--- src/inc/sfs_pkg.sv ---
`default_nettype none
package sfs_pkg;

  // Command opcodes seen on the serial input.
  localparam logic [7:0] OPC_READ_STATUS  = 8'h05;
  localparam logic [7:0] OPC_WRITE_STATUS = 8'h01;

  // Field positions inside status byte one.
  localparam int BIT_LOCK = 7;
  localparam int BIT_SEQ  = 6;
  localparam int BIT_EPE  = 5;
  localparam int BIT_WPP  = 4;
  localparam int BIT_SWPH = 3;
  localparam int BIT_SWPL = 2;
  localparam int BIT_WEL  = 1;
  localparam int BIT_BUSY = 0;

  // Software protection summary encodings.
  localparam logic [1:0] SWP_NONE = 2'h0;
  localparam logic [1:0] SWP_SOME = 2'h1;
  localparam logic [1:0] SWP_ALL  = 2'h3;

  // Values after reset.
  localparam logic RST_LOCK = 1'b0;
  localparam logic RST_SEQ  = 1'b0;
  localparam logic RST_EPE  = 1'b0;
  localparam logic RST_WEL  = 1'b0;

  // Bit counts of the serial framing.
  localparam logic [3:0] CNT_OPC_LAST = 4'h7;
  localparam logic [3:0] CNT_BYTE     = 4'h8;
  localparam logic [3:0] CNT_READ_MAX = 4'hF;

  // Sequencer phases of one chip-select frame.
  typedef enum logic [1:0] {
    PH_OPCODE = 2'b00,
    PH_READ   = 2'b01,
    PH_WRITE  = 2'b10,
    PH_SKIP   = 2'b11
  } sfs_phase_t;

  // Events and levels from the rest of the device core.
  typedef struct packed {
    logic busy;
    logic seqEnter;
    logic seqExit;
    logic opEnd;
    logic opFail;
    logic welSet;
    logic welClear;
    logic anyProt;
    logic allProt;
  } sfs_core_t;

  // Write-status request handed to the protection logic.
  typedef struct packed {
    logic       apply;
    logic       lockNew;
    logic [3:0] globalBits;
    logic       globalOk;
  } sfs_wsr_t;

endpackage : sfs_pkg
`default_nettype wire

--- src/hw/sfs_sync.sv ---
`timescale 1ns/10ps
`default_nettype none
module sfs_sync #(
  parameter int WIDTH = 4,
  parameter logic [WIDTH-1:0] INIT = '0
) (
  // Clock and reset.
  input  wire logic             clock,
  input  wire logic             nrst,
  // Raw pins and filtered levels.
  input  wire logic [WIDTH-1:0] din,
  output logic      [WIDTH-1:0] dout
);

  logic [WIDTH-1:0] s1_q;
  logic [WIDTH-1:0] s2_q;
  logic [WIDTH-1:0] s3_q;

  // Three stages; only the second stage reads the first.
  always_ff @(posedge clock or negedge nrst) begin
    if (!nrst) begin
      s1_q <= INIT;
      s2_q <= INIT;
      s3_q <= INIT;
    end else begin
      s1_q <= din;
      s2_q <= s1_q;
      s3_q <= s2_q;
    end
  end

  // A bit changes only once stages two and three agree, which rejects a one-sample glitch.
  always_ff @(posedge clock or negedge nrst) begin
    if (!nrst) begin
      dout <= INIT;
    end else begin
      for (int i = 0; i < WIDTH; i++) begin
        if (s2_q[i] == s3_q[i]) begin
          dout[i] <= s2_q[i];
        end
      end
    end
  end

endmodule : sfs_sync
`default_nettype wire

--- src/hw/sfs_status.sv ---
`timescale 1ns/10ps
`default_nettype none
////////////////////////////////////////////////////////////////////////////////
module sfs_status (
  // Clock and reset.
  input  wire logic          clock,
  input  wire logic          nrst,
  // Serial pins.
  input  wire logic          csN,
  input  wire logic          sck,
  input  wire logic          si,
  input  wire logic          wpN,
  output logic               soOut,
  output logic               soOe,
  // Device core side.
  input  wire sfs_pkg::sfs_core_t core,
  output sfs_pkg::sfs_wsr_t  wsr,
  output logic               protectionLocked,
  output logic               writeEnabled
);

  //////////////////////////////////////////////////////////////////////////////
  // Pin conditioning.

  logic [3:0] pinF;
  logic       csNF;
  logic       sckF;
  logic       siF;
  logic       wpNF;
  logic       sckPrev_q;
  logic       csPrev_q;
  logic       sckRise;
  logic       sckFall;
  logic       csRelease;

  // Idle levels: chip select and write-protect high, clock low.
  sfs_sync #(
    .WIDTH (4),
    .INIT  (4'h9)
  ) u_sync (
    .clock (clock),
    .nrst  (nrst),
    .din   ({csN, sck, si, wpN}),
    .dout  (pinF)
  );

  assign csNF = pinF[3];
  assign sckF = pinF[2];
  assign siF  = pinF[1];
  assign wpNF = pinF[0];

  // Edge memory for the filtered clock and chip select.
  always_ff @(posedge clock or negedge nrst) begin
    if (!nrst) begin
      sckPrev_q <= 1'b0;
      csPrev_q  <= 1'b1;
    end else begin
      sckPrev_q <= sckF;
      csPrev_q  <= csNF;
    end
  end

  // Edges only count inside a frame, so stray clocks while deselected do nothing.
  assign sckRise   = !csNF && sckF && !sckPrev_q;
  assign sckFall   = !csNF && !sckF && sckPrev_q;
  assign csRelease = csNF && !csPrev_q;

  //////////////////////////////////////////////////////////////////////////////
  // Status contents.

  logic       lock_q;
  logic       seq_q;
  logic       epe_q;
  logic       wel_q;
  logic [7:0] statusOne;
  logic [7:0] statusTwo;

  // Sector protection summary; the reserved code is never produced.
  function automatic logic [1:0] swpCode(input logic anyP, input logic allP);
    if (allP) begin
      swpCode = sfs_pkg::SWP_ALL;
    end else if (anyP) begin
      swpCode = sfs_pkg::SWP_SOME;
    end else begin
      swpCode = sfs_pkg::SWP_NONE;
    end
  endfunction : swpCode

  // Live bytes, rebuilt every cycle so repeated passes show fresh values.
  always_comb begin
    statusOne                   = 8'h00;
    statusOne[sfs_pkg::BIT_LOCK] = lock_q;
    statusOne[sfs_pkg::BIT_SEQ]  = seq_q;
    statusOne[sfs_pkg::BIT_EPE]  = epe_q;
    statusOne[sfs_pkg::BIT_WPP]  = wpNF;
    statusOne[sfs_pkg::BIT_SWPH:sfs_pkg::BIT_SWPL] = swpCode(core.anyProt, core.allProt);
    statusOne[sfs_pkg::BIT_WEL]  = wel_q;
    statusOne[sfs_pkg::BIT_BUSY] = core.busy;
    statusTwo                   = 8'h00;
    statusTwo[sfs_pkg::BIT_BUSY] = core.busy;
  end

  //////////////////////////////////////////////////////////////////////////////
  // Command sequencer.

  sfs_pkg::sfs_phase_t phase_q;
  logic [3:0]          cnt_q;
  logic [7:0]          shift_q;
  logic [7:0]          opcode;

  assign opcode = {shift_q[6:0], siF};

  // Opcode capture on rising clock; reads are decoded whatever the busy state.
  always_ff @(posedge clock or negedge nrst) begin
    if (!nrst) begin
      phase_q <= sfs_pkg::PH_OPCODE;
      cnt_q   <= 4'h0;
      shift_q <= 8'h00;
    end else if (csNF) begin
      phase_q <= sfs_pkg::PH_OPCODE;
      cnt_q   <= 4'h0;
    end else if (sckRise) begin
      unique case (phase_q)
        sfs_pkg::PH_OPCODE: begin
          shift_q <= opcode;
          if (cnt_q == sfs_pkg::CNT_OPC_LAST) begin
            cnt_q <= 4'h0;
            if (opcode == sfs_pkg::OPC_READ_STATUS) begin
              phase_q <= sfs_pkg::PH_READ;
            end else if (opcode == sfs_pkg::OPC_WRITE_STATUS) begin
              phase_q <= sfs_pkg::PH_WRITE;
            end else begin
              phase_q <= sfs_pkg::PH_SKIP;
            end
          end else begin
            cnt_q <= cnt_q + 4'h1;
          end
        end
        sfs_pkg::PH_WRITE: begin
          // Only the first data byte is kept; later bytes are ignored.
          if (cnt_q != sfs_pkg::CNT_BYTE) begin
            shift_q <= opcode;
            cnt_q   <= cnt_q + 4'h1;
          end
        end
        sfs_pkg::PH_READ: begin
        end
        sfs_pkg::PH_SKIP: begin
        end
      endcase
    end
  end

  //////////////////////////////////////////////////////////////////////////////
  // Write-status completion.

  logic wsrFull;
  logic wsrDone;
  logic wpBlocks;
  logic wsrAccept;

  assign wsrFull   = cnt_q == sfs_pkg::CNT_BYTE;
  // A frame counts only once the whole opcode has arrived.
  assign wsrDone   = csRelease && phase_q == sfs_pkg::PH_WRITE;
  assign wpBlocks  = !wpNF && lock_q && !shift_q[sfs_pkg::BIT_LOCK];
  assign wsrAccept = wsrDone && wsrFull && wel_q && !wpBlocks;

  // The lock bit is the only status bit a host write loads; wsrDone also clears the write-enable latch.
  always_ff @(posedge clock or negedge nrst) begin
    if (!nrst) begin
      lock_q <= sfs_pkg::RST_LOCK;
    end else if (wsrAccept) begin
      lock_q <= shift_q[sfs_pkg::BIT_LOCK];
    end
  end

  // Global protect is allowed only when the lock was clear before this write.
  always_ff @(posedge clock or negedge nrst) begin
    if (!nrst) begin
      wsr <= '0;
    end else begin
      wsr.apply      <= wsrAccept;
      wsr.lockNew    <= shift_q[sfs_pkg::BIT_LOCK];
      wsr.globalBits <= shift_q[5:2];
      wsr.globalOk   <= wsrAccept && !lock_q;
    end
  end

  assign protectionLocked = lock_q;
  assign writeEnabled     = wel_q;

  //////////////////////////////////////////////////////////////////////////////
  // Hardware-maintained flags.

  // The write-enable command wins over a coincident clear, so a fresh enable is never lost.
  always_ff @(posedge clock or negedge nrst) begin
    if (!nrst) begin
      wel_q <= sfs_pkg::RST_WEL;
    end else if (core.welSet) begin
      wel_q <= 1'b1;
    end else if (core.welClear || wsrDone) begin
      wel_q <= 1'b0;
    end
  end

  // Entering sequential mode wins over a coincident exit.
  always_ff @(posedge clock or negedge nrst) begin
    if (!nrst) begin
      seq_q <= sfs_pkg::RST_SEQ;
    end else if (core.seqEnter) begin
      seq_q <= 1'b1;
    end else if (core.seqExit) begin
      seq_q <= 1'b0;
    end
  end

  // Aborts never pulse the end event, so they leave the error flag alone.
  always_ff @(posedge clock or negedge nrst) begin
    if (!nrst) begin
      epe_q <= sfs_pkg::RST_EPE;
    end else if (core.opEnd) begin
      epe_q <= core.opFail;
    end
  end

  //////////////////////////////////////////////////////////////////////////////
  // Status shifter.

  logic [3:0] rdIdx_q;
  logic [7:0] snap_q;
  logic [7:0] byteNow;
  logic       firstBit;

  assign firstBit = rdIdx_q[2:0] == 3'h0;
  assign byteNow  = rdIdx_q[3] ? statusTwo : statusOne;

  // Output changes on falling clock; each byte is sampled once at its first bit.
  always_ff @(posedge clock or negedge nrst) begin
    if (!nrst) begin
      rdIdx_q <= 4'h0;
      snap_q  <= 8'h00;
      soOut   <= 1'b0;
      soOe    <= 1'b0;
    end else if (csNF) begin
      rdIdx_q <= 4'h0;
      soOe    <= 1'b0;
    end else if (sckFall && phase_q == sfs_pkg::PH_READ) begin
      soOe    <= 1'b1;
      rdIdx_q <= rdIdx_q + 4'h1;
      if (firstBit) begin
        soOut  <= byteNow[7];
        snap_q <= {byteNow[6:0], 1'b0};
      end else begin
        soOut  <= snap_q[7];
        snap_q <= {snap_q[6:0], 1'b0};
      end
    end
  end

  //////////////////////////////////////////////////////////////////////////////
  // Checks.

  AST_CS_RELEASE_HIZ: assert property (@(posedge clock) disable iff (!nrst)
    csNF |=> !soOe)
    else $error("serial output still driven after chip select release");

  AST_READ_ENTER: assert property (@(posedge clock) disable iff (!nrst)
    (phase_q == sfs_pkg::PH_OPCODE && sckRise && cnt_q == sfs_pkg::CNT_OPC_LAST
     && opcode == sfs_pkg::OPC_READ_STATUS) |=> phase_q == sfs_pkg::PH_READ)
    else $error("read status opcode not decoded");

  AST_READ_WRAP: assert property (@(posedge clock) disable iff (!nrst)
    (sckFall && phase_q == sfs_pkg::PH_READ && rdIdx_q == sfs_pkg::CNT_READ_MAX) |=> rdIdx_q == 4'h0)
    else $error("status readout did not wrap after byte two");

  AST_FIRST_BIT: assert property (@(posedge clock) disable iff (!nrst)
    (sckFall && phase_q == sfs_pkg::PH_READ && rdIdx_q == 4'h0) |=> soOut == $past(statusOne[7]) && soOe)
    else $error("first status bit is not byte one bit 7");

  AST_LOCK_WP: assert property (@(posedge clock) disable iff (!nrst)
    (!wpNF && lock_q) |=> lock_q)
    else $error("lock bit cleared while write-protect asserted");

  AST_LOCK_ONLY_WRSR: assert property (@(posedge clock) disable iff (!nrst)
    !wsrDone |=> $stable(lock_q))
    else $error("lock bit changed outside a write-status frame");

  AST_EPE_ABORT: assert property (@(posedge clock) disable iff (!nrst)
    !core.opEnd |=> $stable(epe_q))
    else $error("error flag changed without an operation end");

  AST_WEL_CLEAR: assert property (@(posedge clock) disable iff (!nrst)
    (core.welClear && !core.welSet) |=> !wel_q)
    else $error("write-enable latch not cleared");

  AST_WSR_WEL: assert property (@(posedge clock) disable iff (!nrst)
    (wsrDone && !core.welSet) |=> !wel_q && (wsr.apply == $past(wsrAccept)))
    else $error("write-status release handled wrongly");

  AST_GLOBAL_LOCKED: assert property (@(posedge clock) disable iff (!nrst)
    (wsrDone && lock_q) |=> !wsr.globalOk)
    else $error("global protect allowed while locked");

  AST_SWP_ALL: assert property (@(posedge clock) disable iff (!nrst)
    core.allProt |-> statusOne[3:2] == sfs_pkg::SWP_ALL && statusOne[4] == wpNF)
    else $error("protection summary wrong");

  AST_EPE_UPDATE: assert property (@(posedge clock) disable iff (!nrst)
    core.opEnd |=> epe_q == $past(core.opFail))
    else $error("error flag not refreshed at operation end");

  AST_BUSY_BYTES: assert property (@(posedge clock) disable iff (!nrst)
    statusOne[sfs_pkg::BIT_BUSY] == core.busy && statusTwo == {7'h00, core.busy})
    else $error("busy flag missing from a status byte");

  AST_WSR_SHORT: assert property (@(posedge clock) disable iff (!nrst)
    (wsrDone && !wsrFull) |=> !wsr.apply && $stable(lock_q))
    else $error("incomplete write-status data byte was applied");

  AST_WEL_KEEP: assert property (@(posedge clock) disable iff (!nrst)
    (csRelease && (phase_q == sfs_pkg::PH_OPCODE || phase_q == sfs_pkg::PH_SKIP) && wel_q
     && !core.welClear) |=> wel_q)
    else $error("write-enable latch lost on an incomplete or unknown opcode");

endmodule : sfs_status
`default_nettype wire

--- config.mk ---
export PLATFORM = sky130hd
export DESIGN_NAME = sfs_status
export DESIGN_NICKNAME = d
export VERILOG_FILES = /design/src/inc/sfs_pkg.sv /design/src/hw/sfs_sync.sv /design/src/hw/sfs_status.sv
export SDC_FILE = /design/constraint.sdc
export NUM_CORES = 1
export LEC_CHECK = 0
export BUFFER_PORTS_ARGS = -buffer_cell sky130_fd_sc_hd__clkbuf_2
export CORE_ASPECT_RATIO = 1.5
export CORE_MARGIN = 10
export CORE_UTILIZATION = 36
export CTS_BUF_LIST = sky130_fd_sc_hd__clkbuf_16
export CTS_CLUSTER_SIZE = 40
export DETAILED_ROUTE_END_ITERATION = 10
export PLACE_DENSITY = 0.6
export SLEW_MARGIN = 20
export SYNTH_ARGS = -nofsm -noshare
export SYNTH_HDL_FRONTEND = slang
export SYNTH_SLANG_ARGS = --single-unit
--- constraint.sdc ---
create_clock -name clock -period 4.2 [get_ports clock]
set_clock_uncertainty 0.1 [all_clocks]
set_input_delay 0.84 -clock clock [delete_from_list [all_inputs] [get_ports clock]]
set_output_delay 0.84 -clock clock [all_outputs]
set_load 0.02 [all_outputs]
==> results.md, run 1 <==
Run status:
- The run finished with clean final reports.

Floorplan:
- The area of the die is 0.00992 sq mm.
- The floorplan has 35 rows.
- The number of placed I/O pins is 26.
- From left edge to right edge, the die measures 84.7 microns.
- The core region is 0.00613 sq mm.
- The floorplan step set the die height to 117 microns.
- The initial utilization of the core area, before any placement, comes to 0.369.

Global route:
- Entering global routing, the biggest net connects 34 pins.
- The total global-route track usage is 0.0904.
- The remaining global-route overflow is 0.
- The number of global-route vias before repair is 1540.
- The initial antenna violation count was 0.
- The global-route wire length before repair is roughly 7300 microns.

Power and ir drop:
- The maximum vdd drop is 0.000201 V.
- Of the total power, combinational logic draws 0.123.
- In this run the static leakage power is 0.00121 uW.
- In this run the power density over the cells is around 470 mW/mm^2.
- The internal portion of the total power is 901 uW.
- For this design the total switching power over the nets is 311 uW.
- The register share of total power is 0.555.
- The post-layout total power is roughly 1200 uW.
- The share of total power dissipated in the clock network is 0.322.
- The share of total power consumed by net switching is 0.257.

CTS:
- The number of buffers inserted by hold repair at cts is 0.
- TritonCTS built the clock tree.
- The post-cts resize count is 0.
- The clock insertion delay at the later pin of the skew report is 0.29 ns.
- The number of buffers added by the clock tree synthesis step is 5.
- The buffer type at the clock tree root is sky130_fd_sc_hd__clkbuf_16.
- The post-CTS setup repair buffer count is 0.
- The number of clock sinks seen by CTS is 56.
- The H-tree was split into 2 levels.
- In this run the deepest clock path goes through 2 buffers.
- After clock tree synthesis, the clock-pin slew on the worst setup and hold paths is 0.07 ns.

Routing:
- The detailed router finished its first iteration with 46 violations.
- After detailed routing, the total wire length is 4260 microns.
- In the final routed layout, each cell accounts on average for ~15 microns.
- The routed design uses 2280 microns of met2 wire.
- In the routed design, unresolved DRC markers number 0.
- The routed layout has 1423 vias.
- In this run the top signal layer used is met4.
- The antenna violation net count after detailed routing is 0.
- The first-pass detailed-route iteration total is 4.
- The routed design uses 231 microns of met3 wire.
- Using the TritonRoute via totals, the vias-per-cell ratio works out to between 5 and 6.
- The routed length on met1 is 1640 microns.

Worst setup path:
- The critical path is of the flop to flop type.
- The critical path goes through or3b_1 > nor3_4 > mux2_2.
- The critical-path cell with the highest stage delay is sky130_fd_sc_hd__dfrtp_1.
- The dominant delay contributor by cell family on the critical path is simple AND/OR/NAND/NOR gates.
- The worst stage delay on the critical path is approximately 0.52 ns.
- The sum of buffers and inverters on the critical path is 0.
- STA classifies the critical path endpoint as a flop.
- STA classifies the critical path startpoint as a flop.
- The maximum fanout count along the critical path is 13.
- For the worst setup path, the data arrival time is 2.07 ns.
- At the worst endpoint, the required time is 4.27 ns.

Placed design:
- The placed standard-cell area is approximately 0.0025 sq mm.
- Port buffering added 25 buffers.
- Once detailed placement completed, the half-perimeter wirelength came to 3110 microns.
- The cell count after placement is 272.
- The final RePlAce weighted congestion is 0.750.

Timing:
- The hold slack is ~0.25 ns.
- Setup repair after global routing left no endpoint under its margin.
- At the pin with the least slew margin, the transition time is 0.793 ns.
- The final hold violation count is 0.
- The worst slew margin relative to its limit is 0.471.
- After layout, the minimum clock period comes to 1.99 ns.
- Adding up every negative setup slack in the final design gives 0 ns.
- For this run, the top clock speed supported by timing is 0.501 GHz.
- The final number of max-transition violations is 0.
- Of the available clock period, the critical path in the final layout requires 0.475.
- Setup violations remaining at the end of the flow were counted as 0.

Cells and area:
- The final non-filler cell total is 280.
- The final-layout fill cell count is 620.
- The net count of the finished layout is 224.
- Of the cells placed in the final design, the portion with a size suffix greater than 1 is 0.296.
- Compared with the post-synthesis result, the final layout area differs by 15.0%.
- The number of antenna diodes in the final layout is 0.
- The design area is 0.00260 sq mm.

Synth:
- By area the synthesized netlist is led by sky130_fd_sc_hd__dfrtp_1, sky130_fd_sc_hd__dfstp_2, sky130_fd_sc_hd__mux2_2.
- The post-synthesis net count is 197.
- Dividing the synthesized area by the synthesized cell count gives 12.7 sq um.
- Synthesis instantiated 42 different standard cells from the library.
- The predominant post-synthesis flop cell is sky130_fd_sc_hd__dfrtp_1.
- The most used standard cell by instance count after synthesis is sky130_fd_sc_hd__dfrtp_1.
- The total of flip-flops plus latches after synthesis is 56.
- The share of the synthesized area in the top cell type is 0.520.
- After synthesis, the share of flip-flops with an asynchronous set or reset is 1.00.
- The count of yosys warnings during synthesis is 0.
- Synthesis handed over a netlist of 178 instances.
- The number of enable flip-flop cells after synthesis is 0.
- The share of the Yosys chip area taken by registers is 0.624.
- The cell type contributing the most total cell area after synthesis is sky130_fd_sc_hd__dfrtp_1.
- The mapped netlist covers 0.00226 sq mm.
- Sorting the synthesized cells by how often they occur yields sky130_fd_sc_hd__dfrtp_1, sky130_fd_sc_hd__a21oi_1, sky130_fd_sc_hd__mux2_2, sky130_fd_sc_hd__inv_1, sky130_fd_sc_hd__dfstp_2.

Job:
- Across the run, the number of max-cap violations was 0.

Hold path:
- The worst hold path belongs to the class flop to flop.
layout by cell type, fill, tap and decap left out, types with 3 or more instances in the layout:
master and n:
sky130_fd_sc_hd__ha_1 4, sky130_fd_sc_hd__or3b_2 3, sky130_fd_sc_hd__mux2_2 13, sky130_fd_sc_hd__a21oi_1 17
sky130_fd_sc_hd__nor4bb_1 3, sky130_fd_sc_hd__dfrtp_1 47, sky130_fd_sc_hd__a31oi_1 3, sky130_fd_sc_hd__nand2_1 5
sky130_fd_sc_hd__clkbuf_16 5, sky130_fd_sc_hd__o21ai_0 4, sky130_fd_sc_hd__dfstp_2 9, sky130_fd_sc_hd__a21o_1 3
sky130_fd_sc_hd__nor2_1 7, sky130_fd_sc_hd__nand3_1 6, sky130_fd_sc_hd__inv_1 13, sky130_fd_sc_hd__clkbuf_2 25
sky130_fd_sc_hd__maj3_1 4
per-stage QoR:
step                setup WS (ns)  utilization
floorplan                    2.45            -
global placement             2.22        0.402
detailed placement           2.23        0.402
CTS                          2.21        0.424
global route                 2.10        0.424
finish                       2.21        0.424
final timing paths:
check	from	to	slack (ns)	depth (start not counted)
setup / recovery	sckPrev_q$_DFF_PN0_	shift_q[6]$_DFFE_PN0P_	2.21	3
min in group asynchronous	nrst	snap_q[5]$_DFFE_PN0P_	0.52	1
max in group asynchronous	nrst	u_sync.s3_q[3]$_DFF_PN1_	2.62	2
hold / removal	u_sync.s1_q[2]$_DFF_PN0_	u_sync.s2_q[2]$_DFF_PN0_	0.25	0
hold reg to reg	u_sync.s1_q[2]$_DFF_PN0_	u_sync.s2_q[2]$_DFF_PN0_	0.25	0
setup reg to reg	sckPrev_q$_DFF_PN0_	shift_q[6]$_DFFE_PN0P_	2.21	3
worst reg2reg max path: stages (launching register included):
cell	delay, ns
sky130_fd_sc_hd__dfrtp_1	0.52
sky130_fd_sc_hd__or3b_1	0.51
sky130_fd_sc_hd__nor3_4	0.35
sky130_fd_sc_hd__mux2_2	0.39
layout make-up:
cell class	instances	area, sq um	area share
Sequential cell	56	1410	0.543
Clock buffer	5	125	0.0481
Tap cell	74	92.6	0.0356
Timing Repair Buffer	27	140	0.0538
Clock inverter	3	12.5	0.00481
Multi-Input combinational cell	104	778	0.299
Inverter	11	41.3	0.0159
cell families (layout without fill, tap and decap cells):
logic type / after synthesis / after routing / synth area share
DFF: 56 / 56 / 0.624
and+or+nand+nor: 47 / 47 / 0.140
AOI/OAI and AO/OA: 35 / 35 / 0.0951
buffers and inverters: 18 / 46 / 0.0321
muxes: 14 / 14 / 0.0691
adders and majority gates: 8 / 8 / 0.0398
power groups by stage:
stage / clock [uW] / combinational (uW) / sequential [uW]
floorplan: 0 / 75.2 / 692
global placement: 0 / 150 / 682
detailed placement: 0 / 153 / 684
CTS: 400 / 154 / 674
global route: 425 / 164 / 684
finish: 391 / 149 / 672
per-layer routing:
layer,global-route usage,up-vias
li1,-,680
met3,0.0332,10
met1,0.0916,702
met5,0,-
met4,0.0463,0
met2,0.160,31
state kept, by name, indices dropped and copies added (netlist names), 2 cells and up:
name	flops
u_sync.s2_q	4
cnt_q	4
u_sync.dout	4
u_sync.s3_q	4
u_sync.s1_q	4
rdIdx_q	4
shift_q	8
wsr	7
snap_q	7
phase_q	2
No activity file was read; power rests on OpenSTA's default activity.
==> run 2, diff against run 1 <==
--- a/config.mk
+++ b/config.mk
@@ -5,6 +5,7 @@
 export SDC_FILE = /design/constraint.sdc
 export NUM_CORES = 1
 export LEC_CHECK = 0
+export ABC_AREA = 1
 export BUFFER_PORTS_ARGS = -buffer_cell sky130_fd_sc_hd__clkbuf_2
 export CORE_ASPECT_RATIO = 1.5
 export CORE_MARGIN = 10
@@ -12,7 +13,7 @@
 export CTS_BUF_LIST = sky130_fd_sc_hd__clkbuf_16
 export CTS_CLUSTER_SIZE = 40
 export DETAILED_ROUTE_END_ITERATION = 10
-export PLACE_DENSITY = 0.6
+export PLACE_DENSITY = 0.61
 export SLEW_MARGIN = 20
 export SYNTH_ARGS = -nofsm -noshare
 export SYNTH_HDL_FRONTEND = slang
==> constraint.sdc (replaced) <==
create_clock -name clock -period 1.8 [get_ports clock]
set_clock_uncertainty 0.1 [all_clocks]
set_input_delay 0.36 -clock clock [delete_from_list [all_inputs] [get_ports clock]]
set_output_delay 0.36 -clock clock [all_outputs]
set_load 0.02 [all_outputs]
==> run 2 against run 1 <==
Compared with the run above: setup slack lost 1.9 ns; cell area up 2.3%; sequential share of layout area shrank 1.2 points; critical endpoint is now shift_q[0]$_DFFE_PN0P_; highest routed layer unchanged.
==> results.md, run 2 <==
Worst setup path:
- The critical-path cell with the highest stage delay is sky130_fd_sc_hd__dfrtp_1.
- The worst stage delay on the critical path is 0.44 ns (-0.08 ns).
- The sum of buffers and inverters on the critical path was 1 (+1).
- The worst setup path is launched from a flop.
- The number of cells traversed by the worst register-to-register path is 6 (+3).
- The endpoint class of the critical path is a flop.
- The arrival time of data at the critical path endpoint is 1.65 ns (-0.42 ns).
- The worst setup slack for register-to-register paths came to 0.27 ns (-1.94 ns).
- The dominant delay contributor by cell family on the critical path is simple AND/OR/NAND/NOR gates.
- The maximum fanout count along the critical path is 16 (+3).
- The signal on the critical path passes through inv_1 > ha_1 > nand4_1 > nand2_2 > nand2_1 > o21ai_2.
- The worst setup path is of the flop to flop kind.
- Tracing the worst setup path back leads to its startpoint at cnt_q[0]$_DFFE_PN0P_.
- The capture instance of the worst register-to-register path is shift_q[0]$_DFFE_PN0P_.
- The worst flop-to-flop path startpoint is cnt_q[0]$_DFFE_PN0P_.
- The data required time at the worst endpoint came to 1.92 ns (-2.35 ns).

Job:
- The count of maximum capacitance violations was 0 (unchanged).

Timing:
- Setup repair after global routing left no endpoint under its margin.
- The measured slew at the worst slew-check pin is 0.352 ns (-0.442 ns).
- The fmax is 0.653 GHz (+30%).
- The final number of max-transition violations was 0 (unchanged).
- The final clock period utilization by the worst path is 0.850 (+0.376).
- The final count of negative-setup-slack endpoints is 0 (unchanged).
- The final critical-path required period is 1.53 ns (-0.464 ns).
- The post-layout worst setup margin was 0.269 ns (-1.94 ns).
- The final hold violation count is 0 (unchanged).
- The final total negative setup slack is 0 ns (unchanged).
- The worst slew margin relative to its limit is 0.765 (+0.294).
- The hold slack is 0.0492 ns (-0.200 ns).

Routing:
- After detailed routing, no signal wire sits above met4.
- The via total after detailed routing is 1574 (+11%).
- The total detailed-routing wirelength was 4180 microns (-1.7%).
- The met3 routed wirelength is 199 microns (-14%).
- The routed length on met1 is 1760 microns (+7.2%).
- The first-pass detailed-route iteration total is 4 (unchanged).
- The antenna violation net count after detailed routing is 0 (unchanged).
- The total met2 wirelength after detailed routing is 2140 microns (-6.2%).
- The number of design rule violations left after detail routing is 0 (unchanged).
- The detail-routed net length per standard cell is 12.3 microns (-19%).
- The via-per-instance ratio is 4.63 (-8.9%).
- The iteration-0 DRC count of the detailed router is 69 (+50%).

Global route:
- The global-route wire length before repair is 7470 microns (+2.5%).
- The number of global-route vias before repair came to 1723 (+12%).
- The largest net degree at the start of global routing is 57 (+68%).
- The initial antenna violation count was 0 (unchanged).
- The total global-route track usage came to 0.0891 (-0.00127).
- The remaining global-route overflow came to 0 (unchanged).

Placed design:
- The total of buffers placed on input and output ports is 25 (unchanged).
- The final RePlAce weighted congestion is 0.777 (+3.6%).
- The final HPWL from detailed placement is 3030 microns (-2.5%).
- The pre-CTS worst setup slack is 0.273 ns (-1.96 ns).

Synth:
- The fraction of registers with async set or reset after synthesis came to 1.00 (unchanged).
- The sequential area share after synthesis is 0.616 (-0.00784).
- The count of yosys warnings during synthesis is 0 (unchanged).
- The most used standard cell by instance count after synthesis is sky130_fd_sc_hd__nand2_1.
- The post-synthesis net count is 252 (+28%).
- The share of the synthesized area in the top cell type came to 0.513 (-0.00652).
- The number of different library cells in the post-synthesis netlist is 25 (-40%).
- By count the netlist is led by sky130_fd_sc_hd__nand2_1, sky130_fd_sc_hd__dfrtp_1, sky130_fd_sc_hd__inv_1, sky130_fd_sc_hd__nand3_1, sky130_fd_sc_hd__nor2_1.
- sky130_fd_sc_hd__dfrtp_1 takes more of the synthesized area than any other cell.
- The total standard cell area after synthesis is 0.00229 sq mm (+1.3%).
- The total of flip-flops plus latches after synthesis came to 56 (unchanged).
- By area the synthesized netlist is led by sky130_fd_sc_hd__dfrtp_1, sky130_fd_sc_hd__nand2_1, sky130_fd_sc_hd__dfstp_2.
- The count of mapped cells out of synthesis was 233 (+31%).
- The number of enable flip-flop cells after synthesis is 0 (unchanged).
- The per-instance average area after synthesis is 9.84 sq um (-23%).
- In the synthesized netlist the dominant register cell turns out to be sky130_fd_sc_hd__dfrtp_1.

Cells and area:
- The ratio of cells with drive above 1 in the final layout was 0.229 (-0.0668).
- The fraction of the core area covered by cells at the end of the flow is 0.431 (+0.00672).
- The library cell used most frequently in the layout, excluding fill and tap cells, is sky130_fd_sc_hd__nand2_1.
- The flip-flop count of the largest register after layout was 8 (unchanged).
- The largest registers in the layout are shift_q (8), snap_q (7), wsr (7).
- The post-synthesis to final-layout area growth is 16.2%.
- The top cell types in the final layout, fill and taps aside, are sky130_fd_sc_hd__nand2_1, sky130_fd_sc_hd__dfrtp_1, sky130_fd_sc_hd__inv_1.
- The most flop-heavy register is shift_q.
- The number of antenna diodes is 0 (unchanged).
- The number of nets in the final layout came to 284 (+27%).

CTS:
- The post-CTS setup repair buffer count came to 0 (unchanged).
- The clock insertion delay at the later pin of the skew report is 0.29 ns (about the same).
- The buffer type at the clock tree root is sky130_fd_sc_hd__clkbuf_16.
- The level count of the clock H-tree is 2 (unchanged).
- The clock tree from TritonCTS is done.
- The number of clock sinks seen by CTS is 56 (unchanged).
- The post-cts resize count is 0 (unchanged).
- The clock transition at the register clock pins on the worst setup and hold paths after CTS is 0.07 ns (about the same).
- The number of buffers added by the clock tree synthesis step is 5 (unchanged).
- The number of buffers between clock root and the deepest sink is 2 (unchanged).
- The number of buffers inserted by hold repair at cts was 1 (+1).

Floorplan:
- The area of the die is 0.0100 sq mm (+1.0%).
- The number of standard-cell rows in the floorplan is 35 (unchanged).
- The floorplan core area was 0.00617 sq mm (+0.71%).
- The x dimension of the die is 85.2 microns (+0.48%).
- The starting density of the core is 0.371 (+0.00204).
- The number of placed I/O pins is 26 (unchanged).
- The chip height is 118 microns (+0.53%).

Power and ir drop:
- The post-layout total power is 2890 uW (+140%).
- The maximum vdd drop is 0.000614 V (+200%).
- The total power per unit cell area is 1090 mW/mm^2 (+130%).
- The static power due to leakage is 0.00135 uW (+11%).

Hold path:
- The worst hold path stage count is 1 (+1).
- The startpoint identified for the worst hold timing path is csN.
- The worst-case hold path end point is u_sync.s1_q[3]$_DFF_PN1_.
- The path class of the tightest hold or removal check is input pin to flop.

Run status:
- The flow ran to the end, and the final reports show no timing, DRC or antenna violations.
## run 2: kinds of logic after synthesis
family,share of synthesized area
buf+inv,0.0628
compound gates,0.0535
fa+ha+maj,0.0393
mux,0.00491
flops,0.616
simple gates,0.219
xor+xnor,0.00382
## run 2: worst max-delay path by stage
stage	slack [ns]	endpoint	cells after the start
4_1_cts	0.25	shift_q[0]$_DFFE_PN0P_	6
6_report	0.27	shift_q[0]$_DFFE_PN0P_	6
3_5_place_dp	0.27	shift_q[0]$_DFFE_PN0P_	6
2_1_floorplan	0.46	cnt_q[3]$_DFFE_PN0P_	7
5_1_grt	0.09	snap_q[3]$_DFFE_PN0P_	8
3_3_place_gp	0.30	snap_q[3]$_DFFE_PN0P_	8
## run 2: cell type report
cell class	count	area [sq um]
clock buffers	5	125
clock inverters	3	21.3
fillers	603	3510
inverters	30	113
multi-input cells	144	736
flip-flops and latches	56	1410
well taps	74	92.6
repair buffers	28	163
## run 2: through the flow
step | instances | area, sq um
floorplan | 233 | 2290
global placement | 331 | 2510
detailed placement | 331 | 2510
CTS | 340 | 2660
global route | 340 | 2660
finish | 340 | 2660
## run 2: power by group
| part | internal [uW] | switching (uW) | leakage (uW) | total, uW |
|---|---|---|---|---|
| logic | 149 | 270 | 0.000579 | 419 |
| clock network | 518 | 438 | 0.0000702 | 956 |
| registers | 1420 | 93.6 | 0.000697 | 1520 |
| total | 2090 | 802 | 0.00135 | 2890 |
## run 2: layer usage
metal	up-vias	GRT usage
met5	-	0
met4	0	0.0455
met3	9	0.0305
met2	22	0.157
met1	747	0.0887
li1	796	-
